File: src/shared/power_stage_pkg.sv
package power_stage_pkg;
   // Bus and compare widths
   localparam int DATA_W = 16;
   localparam int CMP_W = 12;
   localparam int ADDR_W = 4;
   localparam int FRAC_W = 4;
   localparam int FRAC_LSB = 12;
   // Register addresses
   localparam logic [3:0] ADDR_SET_A = 4'h0;
   localparam logic [3:0] ADDR_RESET_A = 4'h1;
   localparam logic [3:0] ADDR_SET_B = 4'h2;
   localparam logic [3:0] ADDR_RESET_B = 4'h3;
   localparam logic [3:0] ADDR_WAVE_CONFIG = 4'h4;
   localparam logic [3:0] ADDR_WAVE_CONTROL = 4'h5;
   localparam logic [3:0] ADDR_SYNC_OUT = 4'h6;
   localparam logic [3:0] ADDR_OUT_MATRIX = 4'h7;
   localparam logic [3:0] ADDR_STATUS = 4'h8;
   localparam logic [3:0] ADDR_COUNT = 4'h9;
   // wave_config fields
   localparam int CFG_MODE_LSB = 0;
   localparam int CFG_FIFTY_BIT = 2;
   localparam int CFG_HOLD_BIT = 3;
   localparam int CFG_UOW_BIT = 4;
   localparam int CFG_FWM_LSB = 5;
   localparam int CFG_ENH_BIT = 7;
   // wave_control fields
   localparam int CTL_RUN_BIT = 0;
   localparam int CTL_FRAME_IRQ_EN_BIT = 1;
   // sync_out_config field: output polarity (1 = active low)
   localparam int SOC_POL_BIT = 0;
   // Reset values
   localparam logic [7:0] CFG_RESET = 8'h00;
   localparam logic [7:0] CTL_RESET = 8'h00;
   localparam logic [CMP_W-1:0] CMP_RESET = 12'h000;
   // Ramp offsets
   localparam logic [CMP_W-1:0] ONE_PERIOD = 12'h001;
   // Frame of sixteen cycles, interrupt after cycle fourteen
   localparam logic [FRAC_W-1:0] FRAME_IRQ_CYCLE = 4'hE;
   // Active set layout
   localparam int ACT_SA_LSB = 0;
   localparam int ACT_RA_LSB = 12;
   localparam int ACT_SB_LSB = 24;
   localparam int ACT_RB_LSB = 36;
   localparam int ACT_SOC_LSB = 52;
   localparam int ACT_OM_LSB = 60;
   localparam int ACT_W = 64;
   // Running modes
   typedef enum logic [1:0] {
      MODE_FOUR_RAMP,
      MODE_TWO_RAMP,
      MODE_ONE_RAMP,
      MODE_CENTER
   } run_mode_type;
endpackage

File: src/active_set_reg.sv
`timescale 1ns/1ps
`default_nettype none
// Active copy of the whole compare and output set
module active_set_reg (
   input wire logic sys_clk_in,
   input wire logic reset_n_in,
   input wire logic load_in,
   input wire logic [power_stage_pkg::ACT_W-1:0] set_in,
   output logic [power_stage_pkg::ACT_W-1:0] set_out
);
   logic [power_stage_pkg::ACT_W-1:0] set_q; // Working values

   // Whole set moves in one edge so no cycle sees a mix
   always_ff @(posedge sys_clk_in or negedge reset_n_in) begin
      if (!reset_n_in) begin
         set_q <= '0;
      end else if (load_in) begin
         set_q <= set_in;
      end
   end

   assign set_out = set_q;
endmodule // active_set_reg
`default_nettype wire

File: src/fwm_frame.sv
`timescale 1ns/1ps
`default_nettype none
// Sixteen cycle frame counter and stretch pattern
module fwm_frame (
   input wire logic sys_clk_in,
   input wire logic reset_n_in,
   input wire logic restart_in,
   input wire logic cycle_end_in,
   input wire logic [power_stage_pkg::FRAC_W-1:0] frac_in,
   output logic stretch_out,
   output logic frame_end_out,
   output logic [power_stage_pkg::FRAC_W-1:0] index_out
);
   logic [power_stage_pkg::FRAC_W-1:0] index_q; // Cycle number in frame

   // Bit reversal spreads stretched cycles evenly
   function automatic logic [power_stage_pkg::FRAC_W-1:0] bit_rev(
      input logic [power_stage_pkg::FRAC_W-1:0] v);
      bit_rev = {v[0], v[1], v[2], v[3]};
   endfunction

   // Frame position, wraps after sixteen cycles
   always_ff @(posedge sys_clk_in or negedge reset_n_in) begin
      if (!reset_n_in) begin
         index_q <= '0;
      end else if (restart_in) begin
         index_q <= '0;
      end else if (cycle_end_in) begin
         index_q <= index_q + 4'h1;
      end
   end

   assign stretch_out = (bit_rev(index_q) < frac_in);
   assign frame_end_out = cycle_end_in && (index_q == power_stage_pkg::FRAME_IRQ_CYCLE);
   assign index_out = index_q;
endmodule // fwm_frame
`default_nettype wire

File: src/power_stage_waveform_core.sv
`timescale 1ns/1ps
`default_nettype none
// Two output waveform core with coherent compare update
module power_stage_waveform_core (
   input wire logic sys_clk_in,
   input wire logic reset_n_in,
   input wire logic [power_stage_pkg::ADDR_W-1:0] addr_in,
   input wire logic [power_stage_pkg::DATA_W-1:0] wr_data_in,
   input wire logic wr_en_in,
   input wire logic rd_en_in,
   output logic [power_stage_pkg::DATA_W-1:0] rd_data_out,
   output logic out_a_out,
   output logic out_b_out,
   output logic frame_end_irq_out
);
   // Ramp states of one cycle
   typedef enum logic [2:0] {
      ST_IDLE,
      ST_RAMP0,
      ST_RAMP1,
      ST_RAMP2,
      ST_RAMP3
   } wave_state_type;

   localparam int CW = power_stage_pkg::CMP_W;

   // Software side values
   logic [CW-1:0] set_a_q; // Buffered set_a_compare
   logic [CW-1:0] reset_a_q; // Buffered reset_a_compare
   logic [CW-1:0] set_b_q; // Buffered set_b_compare
   logic [power_stage_pkg::DATA_W-1:0] reset_b_q; // Buffered reset_b_compare and divider
   logic [7:0] sync_out_config_q; // Buffered sync_out_config
   logic [3:0] output_matrix_q; // Buffered output_matrix_reg
   logic [7:0] wave_config_q; // Mode and update options
   logic [7:0] wave_control_q; // Run and interrupt enable
   // Update control
   logic rb_pending_q; // reset_b written since last cycle end load
   logic uow_active_q; // update_on_write as sampled at cycle end
   // Waveform state
   wave_state_type st_q; // Current ramp
   logic [CW-1:0] cnt_q; // Ramp counter
   logic out_a_q; // Registered out_a
   logic out_b_q; // Registered out_b
   logic irq_q; // Frame end interrupt pulse
   logic [power_stage_pkg::DATA_W-1:0] rd_data_q; // Read answer

   // Decoded controls
   logic run;
   logic hold;
   logic fifty;
   logic enh;
   logic [1:0] fwm_select;
   power_stage_pkg::run_mode_type mode;
   // Active set and derived values
   logic [power_stage_pkg::ACT_W-1:0] load_vec;
   logic [power_stage_pkg::ACT_W-1:0] act_vec;
   logic [CW-1:0] act_sa;
   logic [CW-1:0] act_ra;
   logic [CW-1:0] act_sb;
   logic [power_stage_pkg::DATA_W-1:0] act_rb;
   logic [7:0] act_soc;
   logic [3:0] act_om;
   logic [CW-1:0] eff_sa;
   logic [CW-1:0] eff_ra;
   logic [CW-1:0] eff_sb;
   logic [CW-1:0] eff_rb;
   logic stretch;
   logic frame_end;
   logic [power_stage_pkg::FRAC_W-1:0] frame_index;
   logic [CW-1:0] top;
   logic [CW-1:0] val;
   logic at_top;
   logic last_ramp;
   logic cycle_end;
   logic load_en;
   logic wave_a;
   logic wave_b;

   // Write decode shared by all register processes
   function automatic logic wr_hit(input logic [power_stage_pkg::ADDR_W-1:0] a);
      wr_hit = wr_en_in && (addr_in == a);
   endfunction

   // Add one period when the stretch applies
   function automatic logic [CW-1:0] add_ext(input logic [CW-1:0] v, input logic e);
      add_ext = v + {{(CW-1){1'b0}}, e};
   endfunction

   assign run = wave_control_q[power_stage_pkg::CTL_RUN_BIT];
   assign hold = wave_config_q[power_stage_pkg::CFG_HOLD_BIT];
   assign fifty = wave_config_q[power_stage_pkg::CFG_FIFTY_BIT];
   assign enh = wave_config_q[power_stage_pkg::CFG_ENH_BIT];
   assign fwm_select = wave_config_q[power_stage_pkg::CFG_FWM_LSB +: 2];
   assign mode = power_stage_pkg::run_mode_type'(wave_config_q[power_stage_pkg::CFG_MODE_LSB +: 2]);

   // Compare registers written by software
   always_ff @(posedge sys_clk_in or negedge reset_n_in) begin
      if (!reset_n_in) begin
         set_a_q <= power_stage_pkg::CMP_RESET;
         reset_a_q <= power_stage_pkg::CMP_RESET;
         set_b_q <= power_stage_pkg::CMP_RESET;
         reset_b_q <= '0;
      end else begin
         if (wr_hit(power_stage_pkg::ADDR_SET_A)) begin
            set_a_q <= wr_data_in[CW-1:0];
         end
         if (wr_hit(power_stage_pkg::ADDR_RESET_A)) begin
            reset_a_q <= wr_data_in[CW-1:0];
         end
         if (wr_hit(power_stage_pkg::ADDR_SET_B)) begin
            set_b_q <= wr_data_in[CW-1:0];
         end
         if (wr_hit(power_stage_pkg::ADDR_RESET_B)) begin
            reset_b_q <= wr_data_in;
         end
      end
   end

   // Configuration and control registers
   always_ff @(posedge sys_clk_in or negedge reset_n_in) begin
      if (!reset_n_in) begin
         wave_config_q <= power_stage_pkg::CFG_RESET;
         wave_control_q <= power_stage_pkg::CTL_RESET;
         sync_out_config_q <= '0;
         output_matrix_q <= '0;
      end else begin
         if (wr_hit(power_stage_pkg::ADDR_WAVE_CONFIG)) begin
            wave_config_q <= wr_data_in[7:0];
         end
         if (wr_hit(power_stage_pkg::ADDR_WAVE_CONTROL)) begin
            wave_control_q <= wr_data_in[7:0];
         end
         if (wr_hit(power_stage_pkg::ADDR_SYNC_OUT)) begin
            sync_out_config_q <= wr_data_in[7:0];
         end
         if (wr_hit(power_stage_pkg::ADDR_OUT_MATRIX)) begin
            output_matrix_q <= wr_data_in[3:0];
         end
      end
   end

   // Set offered to the active copy, part B mirrored into A in fifty mode
   assign load_vec = {output_matrix_q, sync_out_config_q, reset_b_q, set_b_q,
                      fifty ? reset_b_q[CW-1:0] : reset_a_q,
                      fifty ? set_b_q : set_a_q};

   // Transfer gate: at once when stopped, else at cycle end
   always_comb begin
      if (!run) begin
         load_en = 1'b1;
      end else if (!cycle_end) begin
         load_en = 1'b0;
      end else if (uow_active_q) begin
         load_en = rb_pending_q;
      end else begin
         load_en = !hold;
      end
   end

   // Pending reset_b write, a new write beats the clear
   always_ff @(posedge sys_clk_in or negedge reset_n_in) begin
      if (!reset_n_in) begin
         rb_pending_q <= 1'b0;
      end else if (wr_hit(power_stage_pkg::ADDR_RESET_B)) begin
         rb_pending_q <= 1'b1;
      end else if (load_en && cycle_end) begin
         rb_pending_q <= 1'b0;
      end
   end

   // update_on_write takes effect only from a cycle end on
   always_ff @(posedge sys_clk_in or negedge reset_n_in) begin
      if (!reset_n_in) begin
         uow_active_q <= 1'b0;
      end else if (cycle_end) begin
         uow_active_q <= wave_config_q[power_stage_pkg::CFG_UOW_BIT];
      end
   end

   // Active copy loaded as one unit
   active_set_reg u_active (
      .sys_clk_in(sys_clk_in),
      .reset_n_in(reset_n_in),
      .load_in(load_en),
      .set_in(load_vec),
      .set_out(act_vec)
   );

   assign act_sa = act_vec[power_stage_pkg::ACT_SA_LSB +: CW];
   assign act_ra = act_vec[power_stage_pkg::ACT_RA_LSB +: CW];
   assign act_sb = act_vec[power_stage_pkg::ACT_SB_LSB +: CW];
   assign act_rb = act_vec[power_stage_pkg::ACT_RB_LSB +: power_stage_pkg::DATA_W];
   assign act_soc = act_vec[power_stage_pkg::ACT_SOC_LSB +: 8];
   assign act_om = act_vec[power_stage_pkg::ACT_OM_LSB +: 4];

   // Frame counter and stretch pattern
   fwm_frame u_frame (
      .sys_clk_in(sys_clk_in),
      .reset_n_in(reset_n_in),
      .restart_in(!run),
      .cycle_end_in(cycle_end),
      .frac_in(act_rb[power_stage_pkg::FRAC_LSB +: power_stage_pkg::FRAC_W]),
      .stretch_out(stretch),
      .frame_end_out(frame_end),
      .index_out(frame_index)
   );

   // Stretched compares; center always stretches its ramp top
   assign eff_rb = add_ext(act_rb[CW-1:0], enh && stretch &&
                          (!fwm_select[1] || mode == power_stage_pkg::MODE_CENTER));
   assign eff_ra = add_ext(act_ra, enh && stretch && fwm_select == 2'b01);
   assign eff_sb = add_ext(act_sb, enh && stretch && fwm_select[1]);
   assign eff_sa = add_ext(act_sa, enh && stretch && fwm_select == 2'b11);

   // Ramp top and last ramp for each mode
   always_comb begin
      top = eff_rb;
      last_ramp = 1'b0;
      case (mode)
         power_stage_pkg::MODE_FOUR_RAMP: begin
            // Dead ramps run set+2, on ramps run reset periods
            case (st_q)
               ST_RAMP0: top = eff_sa + power_stage_pkg::ONE_PERIOD;
               ST_RAMP1: top = (eff_ra == '0) ? '0 : eff_ra - power_stage_pkg::ONE_PERIOD;
               ST_RAMP2: top = eff_sb + power_stage_pkg::ONE_PERIOD;
               default: top = (eff_rb == '0) ? '0 : eff_rb - power_stage_pkg::ONE_PERIOD;
            endcase
            last_ramp = (st_q == ST_RAMP3);
         end
         power_stage_pkg::MODE_TWO_RAMP: begin
            // One ramp per output
            top = (st_q == ST_RAMP0) ? eff_ra : eff_rb;
            last_ramp = (st_q == ST_RAMP1);
         end
         power_stage_pkg::MODE_ONE_RAMP: begin
            // Single ramp up to reset_b
            top = eff_rb;
            last_ramp = (st_q == ST_RAMP0);
         end
         default: begin
            // Down ramp then up ramp, both to reset_b
            top = eff_rb;
            last_ramp = (st_q == ST_RAMP1);
         end
      endcase
   end

   // Center down ramp seen as reset_b minus the up count
   assign val = (mode == power_stage_pkg::MODE_CENTER && st_q == ST_RAMP0) ?
                (eff_rb - cnt_q) : cnt_q;
   assign at_top = (cnt_q == top);
   assign cycle_end = (st_q != ST_IDLE) && at_top && last_ramp;

   // Ramp sequencing; stop always returns to a fresh cycle start
   always_ff @(posedge sys_clk_in or negedge reset_n_in) begin
      if (!reset_n_in) begin
         st_q <= ST_IDLE;
         cnt_q <= '0;
      end else if (!run) begin
         st_q <= ST_IDLE;
         cnt_q <= '0;
      end else begin
         case (st_q)
            ST_IDLE: begin
               st_q <= ST_RAMP0;
               cnt_q <= '0;
            end
            ST_RAMP0, ST_RAMP1, ST_RAMP2, ST_RAMP3: begin
               if (!at_top) begin
                  cnt_q <= cnt_q + power_stage_pkg::ONE_PERIOD;
               end else if (last_ramp) begin
                  st_q <= ST_RAMP0;
                  cnt_q <= '0;
               end else begin
                  st_q <= wave_state_type'(st_q + 3'h1);
                  cnt_q <= '0;
               end
            end
            default: begin
               st_q <= ST_IDLE;
               cnt_q <= '0;
            end
         endcase
      end
   end

   // Raw output levels from ramp and compares
   always_comb begin
      wave_a = 1'b0;
      wave_b = 1'b0;
      case (mode)
         power_stage_pkg::MODE_FOUR_RAMP: begin
            wave_a = (st_q == ST_RAMP1);
            wave_b = (st_q == ST_RAMP3);
         end
         power_stage_pkg::MODE_TWO_RAMP: begin
            wave_a = (st_q == ST_RAMP0) && (val > eff_sa);
            wave_b = (st_q == ST_RAMP1) && (val > eff_sb);
         end
         power_stage_pkg::MODE_ONE_RAMP: begin
            // Windows are independent so they may overlap
            wave_a = (st_q == ST_RAMP0) && (val > eff_sa) && (val <= eff_ra);
            wave_b = (st_q == ST_RAMP0) && (val > eff_sb) && (val <= eff_rb);
         end
         default: begin
            // reset_a plays no part here
            wave_a = (st_q != ST_IDLE) && (val < eff_sa);
            wave_b = (st_q != ST_IDLE) && (val >= eff_sb);
         end
      endcase
   end

   // Output flops with polarity; inactive level while stopped
   always_ff @(posedge sys_clk_in or negedge reset_n_in) begin
      if (!reset_n_in) begin
         out_a_q <= 1'b0;
         out_b_q <= 1'b0;
      end else begin
         out_a_q <= (run && wave_a) ^ act_soc[power_stage_pkg::SOC_POL_BIT];
         out_b_q <= (run && wave_b) ^ act_soc[power_stage_pkg::SOC_POL_BIT];
      end
   end

   // Frame end interrupt pulse
   always_ff @(posedge sys_clk_in or negedge reset_n_in) begin
      if (!reset_n_in) begin
         irq_q <= 1'b0;
      end else begin
         irq_q <= frame_end && wave_control_q[power_stage_pkg::CTL_FRAME_IRQ_EN_BIT];
      end
   end

   // Read data, valid the cycle after the strobe only
   always_ff @(posedge sys_clk_in or negedge reset_n_in) begin
      if (!reset_n_in) begin
         rd_data_q <= '0;
      end else if (!rd_en_in) begin
         rd_data_q <= '0;
      end else begin
         case (addr_in)
            power_stage_pkg::ADDR_SET_A: rd_data_q <= {4'h0, set_a_q};
            power_stage_pkg::ADDR_RESET_A: rd_data_q <= {4'h0, reset_a_q};
            power_stage_pkg::ADDR_SET_B: rd_data_q <= {4'h0, set_b_q};
            power_stage_pkg::ADDR_RESET_B: rd_data_q <= reset_b_q;
            power_stage_pkg::ADDR_WAVE_CONFIG: rd_data_q <= {8'h00, wave_config_q};
            power_stage_pkg::ADDR_WAVE_CONTROL: rd_data_q <= {8'h00, wave_control_q};
            power_stage_pkg::ADDR_SYNC_OUT: rd_data_q <= {8'h00, sync_out_config_q};
            power_stage_pkg::ADDR_OUT_MATRIX: rd_data_q <= {12'h000, output_matrix_q};
            power_stage_pkg::ADDR_STATUS: begin
               // Live state of the generator
               rd_data_q <= {act_om, 2'b00, rb_pending_q, uow_active_q, frame_index,
                             1'b0, (st_q != ST_IDLE), out_b_q, out_a_q};
            end
            power_stage_pkg::ADDR_COUNT: rd_data_q <= {4'h0, val};
            default: rd_data_q <= '0; // Unmapped reads as zero
         endcase
      end
   end

   assign rd_data_out = rd_data_q;
   assign out_a_out = out_a_q;
   assign out_b_out = out_b_q;
   assign frame_end_irq_out = irq_q;
endmodule // power_stage_waveform_core
`default_nettype wire

File: config.mk
export PLATFORM = sky130hd
export DESIGN_NAME = power_stage_waveform_core
export DESIGN_NICKNAME = d
export VERILOG_FILES = /design/src/shared/power_stage_pkg.sv /design/src/active_set_reg.sv /design/src/fwm_frame.sv /design/src/power_stage_waveform_core.sv
export SDC_FILE = /design/constraint.sdc
export NUM_CORES = 1
export LEC_CHECK = 0
export CAP_MARGIN = 20
export CORE_MARGIN = 2
export CORE_UTILIZATION = 60
export CTS_CLUSTER_DIAMETER = 100
export DETAILED_ROUTE_END_ITERATION = 8
export DONT_BUFFER_PORTS = 1
export PLACE_DENSITY = 0.76
export SLEW_MARGIN = 10
export SYNTH_ARGS = -nofsm -noshare
export SYNTH_HDL_FRONTEND = slang
export SYNTH_SLANG_ARGS = --single-unit
File: constraint.sdc
create_clock -name sys_clk_in -period 7.3 [get_ports sys_clk_in]
set_input_delay 0.365 -clock sys_clk_in [delete_from_list [all_inputs] [get_ports sys_clk_in]]
set_output_delay 0.365 -clock sys_clk_in [all_outputs]
set_load 0.005 [all_outputs]
==> impl_metrics.py, run 1 <==
metrics = {
    "synthesis": {
        "yosys.cell_count.top_type": "dfrtp_1",
        "yosysWarnings": 0,
        "syn-num-nets": 1509,
        "ys_top_cells_by_count": "177 x dfrtp_1, 141 x mux2_2, 81 x ha_1, 81 x nor2_1, 77 x nand2_1",
        "ys_ff_latch": 177,
        "syn_area_um2": 13600,
        "synth_cell_types": 88,
        "ys_top_cells_by_area": "dfrtp_1 33%, mux2_2 12%, ha_1 7.5%, xnor2_1 3.4%, mux2_4 3.0%",
        "avgSynthCellArea_um2": 9.67,
        "synth_ff_type": "dfrtp_1",
        "synth_top_area_frac": 0.327,
        "synth_seq_area_share": 0.327,
        "synth-async-reset-ratio": 1.00,
        "synth_edf_count": 0,
        "syn_inst": 1403,
        "post-synth-top-area-cell": "dfrtp_1",
    },
    "global_route": {
        "grt_max_degree": 178,
        "antenna_found_initial": 0,
        "grt_pass1_wl_mm": 69.2,
        "grt-ovfl-total": 0,
        "grt_pass1_vias": 11500,
        "grt_use_total": 0.386,
    },
    "placed_design": {
        "place.port_buffers": 0,
        "dp_hpwl_mm": 34.5,
        "place_ws_ns": 0.805,
        "place_congestion": 1.06,
        "dpl.cell_count": 1650,
    },
    "clocking": {
        "cts_tree": "done",
        "cts_root_buf": "clkbuf_16",
        "cts_buffer_depth": 2,
        "cts_buffers": 17,
        "clk_pin_slew_ns": 0.08,
        "h-tree-depth": 4,
        "cts_sinks": 177,
        "post-cts-setup-buffers": 0,
        "insertion_delay_ns": 0.46,
    },
    "routing": {
        "first_pass_iters": 7,
        "totalWireLength_mm": 45.2,
        "drt-initial-drc-count": 1212,
        "vias": 11700,
        "post-route-drc-count": 0,
        "via_per_inst": 6.92,
        "wl_per_cell_um": 26.8,
        "antenna_left": 0,
    },
    "timing": {
        "drv_slew": 0,
        "worst-slew-pin-transition_ns": 1.07,
        "holdWs_ns": -0.242,
        "period_needed_ns": 6.66,
        "hold_viol_final": 47,
        "setup_viol_count_final": 0,
        "slew_headroom": 0.284,
        "final.setup.tns_ns": 0,
        "fin_crit_sh": 0.913,
        "final.setup_skew_ns": 0.0245,
        "rsz0062_at_grt": "false",
        "fin_ws_ns": 0.637,
        "max_freq_ghz": 0.150,
    },
    "outcome": {
        "violations": "negative hold slack",
        "status": "finished with violations",
    },
    "layout": {
        "multi_input_area_um2": 8520,
        "drive_gt1_frac": 0.192,
        "fillerInstances": 1822,
        "nNetsFinal": 1493,
        "syn_to_final_growth_pct": 6.91,
        "fin_cells": 1685,
        "utilization": 0.646,
        "antenna-diode-count": 0,
        "seq_area_um2": 4430,
    },
    "die": {
        "std_cell_rows": 55,
        "ios": 43,
        "core_um2": 22400,
        "die_h_um": 154,
        "start_util": 0.605,
        "dieArea_um2": 23800,
        "fp.dieW_um": 154,
    },
    "power_and_ir_drop": {
        "power_switching_mw": 2.47,
        "comb_power_share": 0.502,
        "power.total_mw": 5.32,
        "powerDensity_nw_per_um2": 367,
        "ir_drop_v": 0.000185,
        "p_int_mw": 2.85,
        "p_seq_frac": 0.318,
        "pwr-share-clk": 0.180,
        "swShare": 0.464,
        "p_leak_nw": 6.27,
    },
    "setup_path": {
        "worstSetupPathType": "register to register",
        "cp.arrival_ns": 6.99,
        "r2r-start": "u_frame.index_out[2]",
        "cp.required_ns": 7.62,
        "endpoint_kind": "register",
        "crit_fanout": 12,
        "crit_path_start": "u_frame.index_out[2]",
        "start_kind": "register",
    },
    "min_path": {
        "hold_path.class": "input port to asynchronous set/reset pin",
    },
    "flow_run": {
        "maxCapViolations": 0,
    },
}
placed cells by master (no fill, tap or decap), drive strengths merged, types with 7 or more instances in the layout:
cell type	synthesis	final
buf	27	41
nand3	43	43
o22ai	7	7
a221oi	18	18
nor2	81	81
mux2i	29	29
nor2b	19	19
a21o	19	19
or3	12	12
a22oi	27	27
nor4	18	18
a22o	7	7
inv	57	63
o21ai	62	62
clkinv	0	8
xnor2	54	54
nand4	30	30
a31oi	17	17
dfrtp	177	177
a211oi	16	16
and2	16	16
o2111ai	7	7
ha	81	81
and3	23	23
mux2	168	168
o31ai	12	12
a21oi	43	43
nor3	47	47
or2	7	7
nand2b	21	21
nand2	77	77
clkbuf	49	17
xor2	21	21
o211ai	11	11
worst max-delay path, cell delays in order (launching register included):
cell and delay [ns]:
dfrtp_1 0.44, ha_1 0.30, a21oi_1 0.15, nor2b_1 0.06, o21ai_0 0.13, and3b_1 0.28, nand2_1 0.08, nor2_1 0.11
ha_1 0.26, ha_1 0.29, inv_1 0.17, ha_1 0.27, or4b_2 0.60, o31ai_1 0.20, and3_1 0.41, a21oi_1 0.19
a221oi_1 0.45, mux2i_1 0.31, nand4_1 0.13, nor4_1 0.57, buf_4 0.23, a41o_2 0.24, buf_12 0.16, buf_12 0.15
mux2_2 0.34
sequential cells by signal (all words and copies together), names as in the netlist, 4 cells and up:
| register | count |
|---|---|
| u_frame.index_out | 4 |
| u_active.set_out | 57 |
| reset_b_q | 16 |
| output_matrix_q | 4 |
| set_b_q | 12 |
| wave_config_q | 8 |
| rd_data_out | 16 |
| cnt_q | 12 |
| wave_control_q | 8 |
| reset_a_q | 12 |
| set_a_q | 12 |
| sync_out_config_q | 8 |
power by group through the flow:
stage	combinational [mW]	clock [mW]	sequential (mW)
after CTS	2.59	0.960	1.68
after global routing	2.88	0.992	1.73
after floorplan	2.03	0	1.42
after detailed placement	2.56	0	1.70
after global placement	2.53	0	1.69
final	2.67	0.958	1.69
area by class of cell:
| class | instances | area share |
|---|---|---|
| Clock inverter | 15 | 0.0115 |
| Timing Repair Buffer | 41 | 0.0264 |
| Clock buffer | 17 | 0.0293 |
| Tap cell | 285 | 0.0246 |
| Sequential cell | 177 | 0.305 |
| Inverter | 57 | 0.0148 |
| Multi-Input combinational cell | 1093 | 0.588 |
cell families (layout without fill, tap and decap cells):
kind of cell    after synthesis  after routing  synth area share
simple gates                430            430             0.172
compound gates              308            308             0.162
mux                         198            198             0.170
flops                       177            177             0.327
buf+inv                     133            130            0.0448
fa+ha+maj                    82             82            0.0762
xor+xnor                     75             75            0.0490
path summary, 6_finish.rpt:
| kind | end | slack (ns) | depth (start not counted) |
|---|---|---|---|
| min reg2reg | u_active.set_out[63] | 0.51 | 1 |
| min | rd_data_out[11] | -0.24 | 1 |
| min in group sys_clk_in | wave_control_q[0] | 0.05 | 2 |
| max | u_active.set_out[10] | 0.64 | 24 |
| max reg2reg | u_active.set_out[10] | 0.64 | 24 |
| max in group asynchronous | reset_a_q[0] | 6.59 | 1 |
per-stage QoR:
stage	hold slack [ns]	area (um2)
detailed placement	0.0779	13800
finish	-0.242	14500
floorplan	0.0694	13600
global placement	0.0734	13800
CTS	0.00502	14500
global route	0.0217	14500
layer usage:
metal  global-route usage  share of wire  vias to the layer above
met3               0.0664          0.072                      157
met2                0.618           0.46                      589
met4                0.239          0.071                        0
li1                     -              -                     5234
met5                    0              0                        -
met1                0.491           0.40                     5673
timing repair:
action,4_1_cts,5_1_grt
endpoints found under the hold margin,177,0
gates resized for setup,0,0
hold buffers,1,0
No activity file was read; power rests on OpenSTA's default activity.
==> run 2: changes to the inputs <==
--- a/config.mk
+++ b/config.mk
@@ -7,11 +7,10 @@
 export LEC_CHECK = 0
 export CAP_MARGIN = 20
 export CORE_MARGIN = 2
-export CORE_UTILIZATION = 60
+export CORE_UTILIZATION = 25
 export CTS_CLUSTER_DIAMETER = 100
 export DETAILED_ROUTE_END_ITERATION = 8
 export DONT_BUFFER_PORTS = 1
-export PLACE_DENSITY = 0.76
 export SLEW_MARGIN = 10
 export SYNTH_ARGS = -nofsm -noshare
 export SYNTH_HDL_FRONTEND = slang
==> impl_metrics.py, run 2 (synthesized netlist as in run 1, its figures left out) <==
metrics = {
    "die": {
        "core_um2": 53700,
        "std_cell_rows": 85,
        "ios": 43,
        "start_util": 0.253,
        "fp.dieW_um": 237,
        "die_h_um": 237,
        "dieArea_um2": 56100,
    },
    "layout": {
        "layout_commonest_cell": "dfrtp_1",
        "final_cell_area_um2": 15000,
        "nNetsFinal": 1489,
        "final_cell_mix": "177 x dfrtp_1, 141 x mux2_2, 81 x nor2_1, 81 x ha_1, 77 x nand2_1",
        "largest_reg_flops": 57,
        "drive_gt1_frac": 0.190,
        "utilization": 0.279,
        "fin_cells": 2093,
        "fillerInstances": 5594,
        "syn_to_final_growth_pct": 10.7,
    },
    "setup_path": {
        "rrSetupSlack_ns": 0.60,
        "cp.required_ns": 7.69,
        "cp_top_family": "simple AND/OR/NAND/NOR gates",
        "cp_num_buf_inv": 3,
        "crit_top_cell": "ha_1",
        "cp.arrival_ns": 7.09,
        "cp_slowest_stage_delay_ns": 0.44,
        "r2r-start": "u_frame.index_out[2]",
        "critPathSlowestCell": "dfrtp_1",
        "path_depth": 30,
        "start_kind": "register",
        "endpoint_kind": "register",
        "crit_path_start": "u_frame.index_out[2]",
        "worstSetupPathType": "register to register",
        "r2r_end": "out_a_out",
        "crit_fanout": 9,
        "reg2reg_depth": 30,
    },
    "global_route": {
        "grt_max_degree": 178,
        "grt_pass1_wl_mm": 72.5,
        "grt-ovfl-total": 0,
        "grt_use_total": 0.170,
        "antenna_found_initial": 2,
        "grt_pass1_vias": 11500,
    },
    "routing": {
        "totalWireLength_mm": 47.4,
        "drt-initial-drc-count": 1207,
        "vias": 11700,
        "antenna_left": 0,
        "wl_per_cell_um": 22.7,
        "post-route-drc-count": 0,
        "via_per_inst": 5.58,
        "first_pass_iters": 5,
    },
    "placed_design": {
        "place.port_buffers": 0,
        "place_congestion": 0.961,
        "placed_cell_area_um2": 14400,
        "dpl.cell_count": 2058,
        "dp_hpwl_mm": 36.3,
    },
    "timing": {
        "drv_slew": 0,
        "rsz0062_at_grt": "false",
        "worst-slew-pin-transition_ns": 1.11,
        "hold_viol_final": 0,
        "setup_viol_count_final": 0,
        "max_freq_ghz": 0.149,
        "period_needed_ns": 6.70,
        "final.setup.tns_ns": 0,
        "fin_crit_sh": 0.918,
        "slew_headroom": 0.258,
        "final.setup_skew_ns": 0.0166,
    },
    "flow_run": {
        "maxCapViolations": 0,
    },
    "clocking": {
        "cts_root_buf": "clkbuf_16",
        "cts_buffers": 17,
        "clk_pin_slew_ns": 0.08,
        "h-tree-depth": 4,
        "cts_buffer_depth": 2,
        "insertion_delay_ns": 0.47,
        "post-cts-setup-buffers": 0,
        "cts_sinks": 177,
        "cts_tree": "done",
    },
    "power_and_ir_drop": {
        "p_leak_nw": 6.25,
        "power.total_mw": 5.31,
        "ir_drop_v": 0.000209,
        "powerDensity_nw_per_um2": 354,
    },
    "min_path": {
        "min_to": "wave_control_q[0]",
        "hold_path.class": "input port to register",
        "min-delay-start": "wr_data_in[0]",
        "whs_path_depth": 2,
    },
    "outcome": {
        "status": "complete, no violations",
    },
}
## run 2: cell count changes in the layout (fill, tap and decap cells not counted), sizes merged
cell,delta
inv,-2
clkinvlp,-1
bufinv,+2
buf,-5
diode,+1
dlygate4sd3,+1
clkbuf,+2
clkinv,-1
## run 2: metrics by stage
| stage | worst slack (ns) | hold WS (ns) |
|---|---|---|
| 6_report | 0.600 | 0.0306 |
| 5_1_grt | 0.0429 | 0.0208 |
| 4_1_cts | 0.637 | 0.0161 |
| 3_5_place_dp | 0.664 | 0.0877 |
| 3_3_place_gp | 0.796 | 0.0874 |
| 2_1_floorplan | 1.25 | 0.0694 |
## run 2: metal layers
layer  up-vias  wire length (um)  global-route usage
met2       539             21200               0.267
li1       5227                 -                   -
met5         -                16                   0
met4         2              1890              0.0727
met3        98              3710              0.0365
met1      5803             20600               0.225
## run 2: power breakdown
| group | switching [mW] | total, mW | internal (mW) |
|---|---|---|---|
| combinational | 1.52 | 2.66 | 1.14 |
| sequential | 0.451 | 1.69 | 1.24 |
| clock | 0.438 | 0.950 | 0.512 |
| total | 2.41 | 5.31 | 2.89 |
## run 2: how the worst max path moves through the flow
stage                            to  slack [ns]
after floorplan           out_a_out        1.25
after global placement    out_a_out        0.80
final                     out_a_out        0.60
after CTS                 out_a_out        0.64
after detailed placement  out_a_out        0.66
after global routing      out_a_out        0.04
## run 2: repair_timing
item / in CTS / in global routing
gates resized for setup: 0 / 4
endpoints found under the hold margin: 177 / 0
hold buffers: 2 / 0
endpoints found under the setup margin: 0 / 1
## run 2: area by class of cell
type	count	area, um2	share of cell area
multi-input cells	1093	8550	0.569
flip-flops and latches	177	4430	0.295
repair buffers	37	358	0.0238
clock inverters	13	154	0.0103
inverters	57	214	0.0143
well taps	696	871	0.0580
clock buffers	19	433	0.0288
diodes	1	2.50	0.000167
